## src/design/iosbe_pkg.sv

```systemverilog
// Constants, types and register map for the increment/OR/shift/branch execution unit
// How it works
// RQ1 - Destination bit 0 sends result to W, 1 writes back file register
// RQ2 - Increment-and-skip adds one, routes by destination, leaves flags alone
// RQ3 - Zero increment-and-skip result turns the next instruction into a NOP
// RQ4 - Jump loads its eleven-bit immediate into program counter bits 10..0
// RQ5 - Jump fills counter bits 14..11 from latch bits 6..3, no flags
// RQ6 - OR literal combines W with eight-bit immediate into W, updates Z
// RQ7 - Plain increment adds one, routes by destination, updates Z only
// RQ8 - OR file combines W with file operand, routes by destination, updates Z
// RQ9 - Left shift moves bit 7 into carry, bits 6..0 up one place
// RQ10 - Left shift inserts zero at bit 0 and routes by destination
// RQ11 - Zero flag set when eight-bit result is zero, cleared otherwise
// RQ12 - File operands decode as seven-bit address plus one destination bit
package iosbe_pkg;

  // Widths
  localparam int unsigned IOSBE_INSTR_W = 14;
  localparam int unsigned IOSBE_PC_W = 15;
  localparam int unsigned IOSBE_LATCH_W = 7;
  localparam int unsigned IOSBE_ADDR_W = 8;

  // Register byte offsets on the APB
  localparam logic [7:0] IOSBE_OFS_INSTR = 8'h00;
  localparam logic [7:0] IOSBE_OFS_WREG = 8'h04;
  localparam logic [7:0] IOSBE_OFS_OPERAND = 8'h08;
  localparam logic [7:0] IOSBE_OFS_RESULT = 8'h0c;
  localparam logic [7:0] IOSBE_OFS_STATUS = 8'h10;
  localparam logic [7:0] IOSBE_OFS_PC = 8'h14;
  localparam logic [7:0] IOSBE_OFS_LATCH = 8'h18;
  localparam logic [7:0] IOSBE_OFS_FADDR = 8'h1c;
  localparam logic [7:0] IOSBE_OFS_CYCLES = 8'h20;

  // Status register field positions
  localparam int unsigned IOSBE_ST_CARRY = 0;
  localparam int unsigned IOSBE_ST_ZERO = 1;
  localparam int unsigned IOSBE_ST_SKIP = 2;
  localparam int unsigned IOSBE_ST_FWB = 3;

  // Reset values
  localparam logic [7:0] IOSBE_RST_BYTE = 8'h00;
  localparam logic [14:0] IOSBE_RST_PC = 15'h0000;
  localparam logic [6:0] IOSBE_RST_LATCH = 7'h00;
  localparam logic [15:0] IOSBE_RST_CYCLES = 16'h0000;

  // Opcode fields, top six bits of the instruction word
  localparam logic [5:0] IOSBE_OPC_INCR_SKIP = 6'h0f;
  localparam logic [5:0] IOSBE_OPC_INCR = 6'h0a;
  localparam logic [5:0] IOSBE_OPC_OR_FILE = 6'h04;
  localparam logic [5:0] IOSBE_OPC_SHL = 6'h35;
  localparam logic [5:0] IOSBE_OPC_OR_LIT = 6'h38;
  // Jump is matched on the top three bits only
  localparam logic [2:0] IOSBE_OPC_JUMP = 3'h5;

  // Decoded instruction kinds
  typedef enum logic [2:0] {
    IOSBE_NOP,
    IOSBE_INCR_SKIP_ZERO_OP,
    IOSBE_INCR_FILE_OP,
    IOSBE_OR_FILE_OP,
    IOSBE_OR_LITERAL_OP,
    IOSBE_SHIFT_LEFT_LOGICAL_OP,
    IOSBE_JUMP_ABSOLUTE_OP
  } iosbe_kind_t;

  // APB request from the master
  typedef struct packed {
    logic psel;
    logic penable;
    logic pwrite;
    logic [7:0] paddr;
    logic [31:0] pwdata;
  } iosbe_apb_req_t;

  // Operand fields carried out of the instruction word
  typedef struct packed {
    logic dest;
    logic [6:0] faddr;
    logic [7:0] lit8;
    logic [10:0] lit11;
  } iosbe_fields_t;

endpackage

```

## src/design/iosbe_core.sv

```systemverilog
// Execution unit for increment, OR, left shift and absolute jump, with an APB slave
//
// The placing of the registers and the APB register port were chosen for this implementation.
`timescale 1ns/1ps
module iosbe_core (
  input wire logic mclk,
  input wire logic rst_b,
  input wire logic ce,
  input wire iosbe_pkg::iosbe_apb_req_t apb_req,
  output logic pready,
  output logic [31:0] prdata,
  output logic pslverr,
  output logic [14:0] program_counter,
  output logic [7:0] w_value,
  output logic skip_pending,
  output logic file_we,
  output logic [6:0] file_addr,
  output logic [7:0] file_wdata
);
  import iosbe_pkg::*;

  // Architectural state
  logic [13:0] instr_r;
  logic go_r;
  logic [7:0] w_r;
  logic [7:0] w_nxt;
  logic [7:0] operand_r;
  logic [7:0] result_r;
  logic [7:0] result_nxt;
  logic carry_r;
  logic carry_nxt;
  logic zero_r;
  logic zero_nxt;
  logic skip_r;
  logic skip_nxt;
  logic fwb_r;
  logic fwb_nxt;
  logic [14:0] pc_r;
  logic [14:0] pc_nxt;
  logic [6:0] latch_r;
  logic [6:0] faddr_r;
  logic [15:0] cycles_r;

  // Bus-facing registers
  logic pready_r;
  logic [31:0] prdata_r;
  logic pslverr_r;
  logic file_we_r;
  logic [6:0] file_addr_r;
  logic [7:0] file_wdata_r;

  // Bus phase decode
  wire setup_ph = apb_req.psel & ~apb_req.penable;
  wire access_ph = apb_req.psel & apb_req.penable & pready_r;
  wire wr_fire = access_ph & apb_req.pwrite & ~pslverr_r;

  // Address decode
  wire sel_instr = apb_req.paddr == IOSBE_OFS_INSTR;
  wire sel_wreg = apb_req.paddr == IOSBE_OFS_WREG;
  wire sel_operand = apb_req.paddr == IOSBE_OFS_OPERAND;
  wire sel_result = apb_req.paddr == IOSBE_OFS_RESULT;
  wire sel_status = apb_req.paddr == IOSBE_OFS_STATUS;
  wire sel_pc = apb_req.paddr == IOSBE_OFS_PC;
  wire sel_latch = apb_req.paddr == IOSBE_OFS_LATCH;
  wire sel_faddr = apb_req.paddr == IOSBE_OFS_FADDR;
  wire sel_cycles = apb_req.paddr == IOSBE_OFS_CYCLES;
  // Result, address and cycle count are read-only; writing them is an error
  wire sel_ro = sel_result | sel_faddr | sel_cycles;
  wire sel_rw = sel_instr | sel_wreg | sel_operand | sel_status | sel_pc | sel_latch;
  // Misaligned or unmapped offsets miss every select and report an error
  wire addr_bad = ~(sel_ro | sel_rw) | (apb_req.pwrite & sel_ro);

  // Status word as software sees it
  wire [31:0] status_word = {28'h0000000, fwb_r, skip_r, zero_r, carry_r};

  // Read data mux
  wire [31:0] rd_mux =
    sel_instr ? {18'h00000, instr_r} :
    sel_wreg ? {24'h000000, w_r} :
    sel_operand ? {24'h000000, operand_r} :
    sel_result ? {24'h000000, result_r} :
    sel_status ? status_word :
    sel_pc ? {17'h00000, pc_r} :
    sel_latch ? {25'h0000000, latch_r} :
    sel_faddr ? {25'h0000000, faddr_r} :
    sel_cycles ? {16'h0000, cycles_r} :
    32'h00000000;

  // Operand field extraction
  iosbe_fields_t fld;
  // RQ12 address and destination
  assign fld = '{
    dest: instr_r[7],
    faddr: instr_r[6:0],
    lit8: instr_r[7:0],
    lit11: instr_r[10:0]
  };

  // Opcode match
  wire [5:0] opc = instr_r[13:8];
  wire is_jump = instr_r[13:11] == IOSBE_OPC_JUMP;
  wire is_incsz = opc == IOSBE_OPC_INCR_SKIP;
  wire is_inc = opc == IOSBE_OPC_INCR;
  wire is_orf = opc == IOSBE_OPC_OR_FILE;
  wire is_orl = opc == IOSBE_OPC_OR_LIT;
  wire is_shl = opc == IOSBE_OPC_SHL;

  // Kind selection; a pending skip squashes whatever was issued
  // Unknown opcodes fall through to NOP and still advance the PC
  iosbe_kind_t kind;
  // RQ3 squash to NOP
  assign kind = skip_r ? IOSBE_NOP :
    is_jump ? IOSBE_JUMP_ABSOLUTE_OP :
    is_incsz ? IOSBE_INCR_SKIP_ZERO_OP :
    is_inc ? IOSBE_INCR_FILE_OP :
    is_orf ? IOSBE_OR_FILE_OP :
    is_orl ? IOSBE_OR_LITERAL_OP :
    is_shl ? IOSBE_SHIFT_LEFT_LOGICAL_OP :
    IOSBE_NOP;

  // Arithmetic and logic results, all eight bits wide
  wire [7:0] inc_sum = operand_r + 8'h01;
  wire [7:0] or_file = w_r | operand_r;
  // RQ6 literal OR
  wire [7:0] or_lit = w_r | fld.lit8;
  // RQ9 shift up one
  wire [7:0] shl_val = {operand_r[6:0], 1'b0};
  // RQ9 bit 7 to carry
  wire shl_carry = operand_r[7];

  // Jump target
  // RQ4 low eleven bits
  // RQ5 upper four from latch
  wire [14:0] jump_pc = {latch_r[6:3], fld.lit11};
  // Sequential flow wraps at the top of the 15-bit space
  wire [14:0] pc_inc = pc_r + 15'h0001;

  // Execute strobe; ce freezes it with everything else
  wire exec = go_r & ce;

  // Next-state logic for one executed instruction
  always_comb begin
    logic [7:0] res;
    logic file_kind;
    logic upd_z;
    logic upd_c;
    // Defaults describe a NOP: no flag moves, no write-back, PC steps on
    res = IOSBE_RST_BYTE;
    file_kind = 1'b0;
    upd_z = 1'b0;
    upd_c = 1'b0;
    skip_nxt = 1'b0;
    pc_nxt = pc_inc;
    case (kind)
      // RQ2 increment, no flags
      IOSBE_INCR_SKIP_ZERO_OP: begin
        res = inc_sum;
        file_kind = 1'b1;
        // RQ3 zero result skips next
        skip_nxt = inc_sum == 8'h00;
      end
      // RQ7 increment, Z only
      IOSBE_INCR_FILE_OP: begin
        res = inc_sum;
        file_kind = 1'b1;
        upd_z = 1'b1;
      end
      // RQ8 OR with file
      IOSBE_OR_FILE_OP: begin
        res = or_file;
        file_kind = 1'b1;
        upd_z = 1'b1;
      end
      IOSBE_OR_LITERAL_OP: begin
        res = or_lit;
        upd_z = 1'b1;
      end
      // RQ10 zero in, routed
      IOSBE_SHIFT_LEFT_LOGICAL_OP: begin
        res = shl_val;
        file_kind = 1'b1;
        upd_z = 1'b1;
        upd_c = 1'b1;
      end
      // RQ5 jump, flags untouched
      IOSBE_JUMP_ABSOLUTE_OP: begin
        pc_nxt = jump_pc;
      end
      default: begin
        res = IOSBE_RST_BYTE;
      end
    endcase
    result_nxt = res;
    // RQ1 destination routing
    w_nxt = (kind == IOSBE_OR_LITERAL_OP || (file_kind && !fld.dest)) ? res : w_r;
    file_kind = file_kind & fld.dest;
    // RQ11 zero flag from result
    zero_nxt = upd_z ? (res == 8'h00) : zero_r;
    carry_nxt = upd_c ? shl_carry : carry_r;
    fwb_nxt = file_kind;
  end

  // Write-back indication derived from the same decode
  wire wb_file = fwb_nxt;

  // Bus slave: ready and read data are prepared in the setup cycle, so every
  // access completes with no wait state and prdata comes from a flop
  // ce low freezes these flops too, so ce should not drop mid-transfer
  always_ff @(posedge mclk or negedge rst_b) begin
    if (!rst_b) begin
      pready_r <= 1'b0;
      prdata_r <= 32'h00000000;
      pslverr_r <= 1'b0;
    end else if (ce) begin
      pready_r <= setup_ph;
      prdata_r <= (setup_ph && !apb_req.pwrite) ? rd_mux : 32'h00000000;
      pslverr_r <= setup_ph & addr_bad;
    end
  end

  // Instruction capture; go pulses for one cycle after the write lands
  always_ff @(posedge mclk or negedge rst_b) begin
    if (!rst_b) begin
      instr_r <= 14'h0000;
      go_r <= 1'b0;
    end else if (ce) begin
      go_r <= wr_fire & sel_instr;
      if (wr_fire && sel_instr) begin
        instr_r <= apb_req.pwdata[13:0];
      end
    end
  end

  // Working register; execution and a software write never share a cycle,
  // but execution is given priority in case a master tries
  always_ff @(posedge mclk or negedge rst_b) begin
    if (!rst_b) begin
      w_r <= IOSBE_RST_BYTE;
    end else if (exec) begin
      w_r <= w_nxt;
    end else if (ce && wr_fire && sel_wreg) begin
      w_r <= apb_req.pwdata[7:0];
    end
  end

  // File operand supplied by software before each file instruction
  always_ff @(posedge mclk or negedge rst_b) begin
    if (!rst_b) begin
      operand_r <= IOSBE_RST_BYTE;
    end else if (ce && wr_fire && sel_operand) begin
      operand_r <= apb_req.pwdata[7:0];
    end
  end

  // Flags; software may preload carry and zero through the status word
  // A status write in the go cycle loses to execution and is dropped
  always_ff @(posedge mclk or negedge rst_b) begin
    if (!rst_b) begin
      carry_r <= 1'b0;
      zero_r <= 1'b0;
    end else if (exec) begin
      carry_r <= carry_nxt;
      zero_r <= zero_nxt;
    end else if (ce && wr_fire && sel_status) begin
      carry_r <= apb_req.pwdata[IOSBE_ST_CARRY];
      zero_r <= apb_req.pwdata[IOSBE_ST_ZERO];
    end
  end

  // Skip flag lives across exactly one issued instruction
  // A squashed slot clears it, so back-to-back skips need two zero results
  always_ff @(posedge mclk or negedge rst_b) begin
    if (!rst_b) begin
      skip_r <= 1'b0;
    end else if (exec) begin
      // RQ3 set or consume
      skip_r <= skip_nxt;
    end
  end

  // Program counter and its latch
  always_ff @(posedge mclk or negedge rst_b) begin
    if (!rst_b) begin
      pc_r <= IOSBE_RST_PC;
    end else if (exec) begin
      pc_r <= pc_nxt;
    end else if (ce && wr_fire && sel_pc) begin
      pc_r <= apb_req.pwdata[14:0];
    end
  end

  // Latch feeds the jump target and is read back over the APB; nothing else reads it
  always_ff @(posedge mclk or negedge rst_b) begin
    if (!rst_b) begin
      latch_r <= IOSBE_RST_LATCH;
    end else if (ce && wr_fire && sel_latch) begin
      latch_r <= apb_req.pwdata[6:0];
    end
  end

  // Result capture and file write port; the pulse lasts one cycle
  // file_addr follows every executed slot, write-back or not
  always_ff @(posedge mclk or negedge rst_b) begin
    if (!rst_b) begin
      result_r <= IOSBE_RST_BYTE;
      faddr_r <= 7'h00;
      fwb_r <= 1'b0;
      file_we_r <= 1'b0;
      file_addr_r <= 7'h00;
      file_wdata_r <= IOSBE_RST_BYTE;
    end else if (ce) begin
      // RQ1 write back when dest is 1
      file_we_r <= exec & wb_file;
      if (exec) begin
        result_r <= result_nxt;
        faddr_r <= fld.faddr;
        fwb_r <= wb_file;
        file_addr_r <= fld.faddr;
        file_wdata_r <= result_nxt;
      end
    end
  end

  // Executed cycle count; a squashed NOP costs a cycle, so a skip shows as two
  // The count wraps silently; software should read it as a difference
  always_ff @(posedge mclk or negedge rst_b) begin
    if (!rst_b) begin
      cycles_r <= IOSBE_RST_CYCLES;
    end else if (exec) begin
      cycles_r <= cycles_r + 16'h0001;
    end
  end

  // Outputs straight from flops
  assign pready = pready_r;
  assign prdata = prdata_r;
  assign pslverr = pslverr_r;
  assign program_counter = pc_r;
  assign w_value = w_r;
  assign skip_pending = skip_r;
  assign file_we = file_we_r;
  assign file_addr = file_addr_r;
  assign file_wdata = file_wdata_r;

endmodule

```

## config.mk

```make
export PLATFORM = sky130hd
export DESIGN_NAME = iosbe_core
export DESIGN_NICKNAME = d
export VERILOG_FILES = /design/src/design/iosbe_pkg.sv /design/src/design/iosbe_core.sv
export SDC_FILE = /design/constraint.sdc
export NUM_CORES = 1
export LEC_CHECK = 0
export CAP_MARGIN = 0
export CORE_ASPECT_RATIO = 0.75
export CORE_UTILIZATION = 44
export CTS_CLUSTER_DIAMETER = 150
export CTS_CLUSTER_SIZE = 30
export DETAILED_ROUTE_END_ITERATION = 10
export DONT_BUFFER_PORTS = 1
export PLACE_DENSITY = 0.67
export SYNTH_ARGS = -nofsm -noshare
export SYNTH_HDL_FRONTEND = slang
export SYNTH_SLANG_ARGS = --single-unit
```

## constraint.sdc

```tcl
create_clock -name mclk -period 6.5 [get_ports mclk]
set_input_delay 0.65 -clock mclk [delete_from_list [all_inputs] [get_ports mclk]]
set_output_delay 0.65 -clock mclk [all_outputs]
set_load 0.05 [all_outputs]
```

==> results.py <==
metrics = {
    "power_and_ir_drop": {
        "p_leak_nw": 2.84,
        "power_density_nw_per_um2": 218,
        "ir_worst_vdd_mv": 0.140,
    },
    "synthesis": {
        "ys_top_cells_by_count": "dfrtp_1, nand2_1, nor2_1, mux2_2, a21oi_1",
        "synth.most_common_cell": "dfrtp_1",
        "synth_area_leader_cell": "dfrtp_1",
        "synth_top_area_share_pct": 43.6,
        "synthTopCellsByArea": "dfrtp_1, mux2_2, nand2_1, nor2_1, a21oi_1",
        "synth_seq_area_share_pct": 43.6,
        "synth_area_per_cell_um2": 9.49,
        "synth-seq-cells": 107,
        "yosys_most_used_dff": "dfrtp_1",
        "synth-edff-count": 0,
        "synth.distinct_cells": 65,
        "netlist_instances": 647,
        "async_reset_ff_share_pct": 100,
        "synth_area_um2": 6140,
        "yosys_warnings": 0,
    },
    "finish": {
        "final_util_pct": 48.4,
        "filler_cell_count": 1214,
        "n_antenna_cell": 0,
        "fin_nets": 677,
        "multi_input_area_um2": 3160,
        "seq_area_um2": 2680,
        "area_delta_synth_final_pct": 4.81,
        "drive_above_1_share_pct": 10.3,
    },
    "global_routing": {
        "grt_pass1_vias": 4992,
        "grt_max_degree": 108,
        "gr-total-overflow": 0,
        "grt_usage_pct": 27.8,
        "antenna_found_initial": 0,
        "grt_pass1_wl_um": 30700,
    },
    "timing": {
        "slew_violations": 0,
        "worst_pin_slew_ns": 1.09,
        "skew_ns": 0.0102,
        "max_slew_margin_pct": 26.6,
        "finalHoldViolations": 0,
        "fmax_mhz": 258,
        "holdWs_ns": 0.214,
        "period_share_pct": 59.6,
        "setup_violations": 0,
        "rsz0062_at_grt": "no",
        "fin_setup_tns_ns": 0,
        "layout_min_cycle_time_ns": 3.87,
    },
    "critical_path": {
        "start_kind": "input port",
        "end_kind": "register",
        "path_max_fanout": 16,
        "r2r-start": "pready",
        "required_ns": 6.74,
        "cp-startpoint": "apb_req[39]",
        "worstSetupPathType": "in2reg",
        "critPathArrivalTime_ns": 4.11,
    },
    "detailed_routing": {
        "first_pass_iters": 9,
        "num_vias": 5301,
        "drcViolationCount": 18,
        "wire_per_inst_um": 24.0,
        "wirelength_um": 19300,
        "drtIter0Drc": 862,
        "final_antenna_net_count": 0,
        "via_per_inst": 6.60,
    },
    "floorplan": {
        "ios": 120,
        "initial_core_util_pct": 46.2,
        "rows": 36,
        "die_y_um": 104,
        "die_area_um2": 14400,
        "dieWidth_um": 138,
        "core_area_um2": 13300,
    },
    "clock_tree": {
        "root_buffer": "clkbuf_16",
        "cts_buffers": 9,
        "clockBufferDepth": 2,
        "cts_tree": "done",
        "cts-resized-gates": 0,
        "path_clk_slew_ns": 0.07,
        "htree_levels": 3,
        "cts_num_sinks": 107,
        "clkLatencyLatePin_ns": 0.36,
    },
    "status": {
        "status": "complete, but fails checks",
        "violations": "design-rule violations",
    },
    "placed_design": {
        "dp_hpwl_um": 14200,
        "globalplace.congestion": 0.933,
        "numPortBuffers": 0,
    },
    "run": {
        "max-cap-violations": 0,
    },
    "worst_hold_path": {
        "holdCritPathClass": "in2async",
    },
}
-- stage by stage --
| step | area, um^2 | std cells | total power, mW | setup slack, ns |
|---|---|---|---|---|
| global route | 6430 | 803 | 1.45 | 2.63 |
| CTS | 6430 | 803 | 1.41 | 2.74 |
| finish | 6430 | 803 | 1.40 | 2.63 |
| detailed placement | 6130 | 786 | 0.873 | 2.39 |
| global placement | 6130 | 786 | 0.870 | 2.41 |
| floorplan | 6200 | 662 | 0.857 | 3.91 |
-- cells in the final DEF, fill, tap and decap left out, drive strengths merged, types with 5 or more instances in the layout --
| cell | count |
|---|---|
| dfrtp | 107 |
| nand2 | 73 |
| nor2 | 65 |
| mux2 | 33 |
| a21oi | 32 |
| o21ai | 25 |
| nand3 | 21 |
| nor3 | 19 |
| xnor2 | 18 |
| a22oi | 16 |
| conb | 16 |
| a211oi | 15 |
| inv | 15 |
| mux2i | 13 |
| nand4 | 12 |
| and3 | 11 |
| o31ai | 11 |
| xor2 | 10 |
| clkbuf | 10 |
| nor2b | 9 |
| o221ai | 8 |
| a221o | 8 |
| a221oi | 7 |
| a22o | 5 |
| a31oi | 5 |
| nor3b | 5 |
-- routing by layer --
metal  up-vias  GRT usage [%]  part of all wire (%)  wire (um)
met3        37           10.4                    13       2570
met4         0           7.95                   2.0        377
li1       2320              -                     -          -
met1      2599           40.4                    44       8400
met2       345           37.8                    41       7930
met5         -              0                     0          0
-- cells by family (layout without fill, tap and decap cells) --
kind of cell               after synthesis  in the layout  share of synthesized area (%)
DFF                                    107            107                           43.6
xor gates and xnor gates                28             28                           3.99
muxes                                   47             47                           8.54
other                                    1             16                         0.0611
adders and majority gates                4              4                          0.815
buffers and inverters                   64             34                           5.85
and+or+nand+nor                        236            236                           18.4
AOI/OAI and AO/OA                      160            160                           18.7
-- registers in the layout, indices dropped and copies added (netlist names) --
register / count
cycles_r: 16
prdata: 16
program_counter: 15
instr_r: 14
file_wdata: 8
operand_r: 8
w_value: 8
file_addr: 7
latch_r: 7
carry_r: 1
file_we: 1
fwb_r: 1
go_r: 1
pready: 1
pslverr: 1
skip_pending: 1
zero_r: 1
-- critical path: stages --
cell and delay [ns]:
nor4_1 0.64, nand3_1 0.40, nor2_1 0.79, nand2_1 0.82, a22o_1 0.46, a221o_1 0.34
-- timing repair --
action | CTS | global route
setup buffers | 0 | 0
hold buffers | 1 | 0
endpoints found under the hold margin | 107 | 0
-- layout make-up --
class / count / share of cell area, %
clock buffer: 10 / 3.56
clock inverter: 6 / 0.778
multi-input combinational: 491 / 49.1
timing repair buffer: 4 / 0.778
tap: 171 / 3.32
inverter: 14 / 0.817
sequential: 107 / 41.6
-- power by group --
| group | internal (mW) | switching (mW) | total, mW |
|---|---|---|---|
| Sequential | 0.683 | 0.101 | 0.784 |
| Clock | 0.265 | 0.262 | 0.527 |
| Combinational | 0.0280 | 0.0628 | 0.0908 |
| Total | 0.975 | 0.426 | 1.40 |
-- path summary, 6_finish.rpt --
path / to / slack, ns / cells past startpoint
setup / recovery: program_counter[4] / 2.63 / 6
hold / removal: prdata[7] / 0.21 / 1
setup reg to reg: program_counter[4] / 3.18 / 5
hold reg to reg: cycles_r[15] / 0.47 / 1
max in group asynchronous: w_value[7] / 5.83 / 1
min in group mclk: go_r / 0.39 / 1
(Power assumes the default switching activity.)
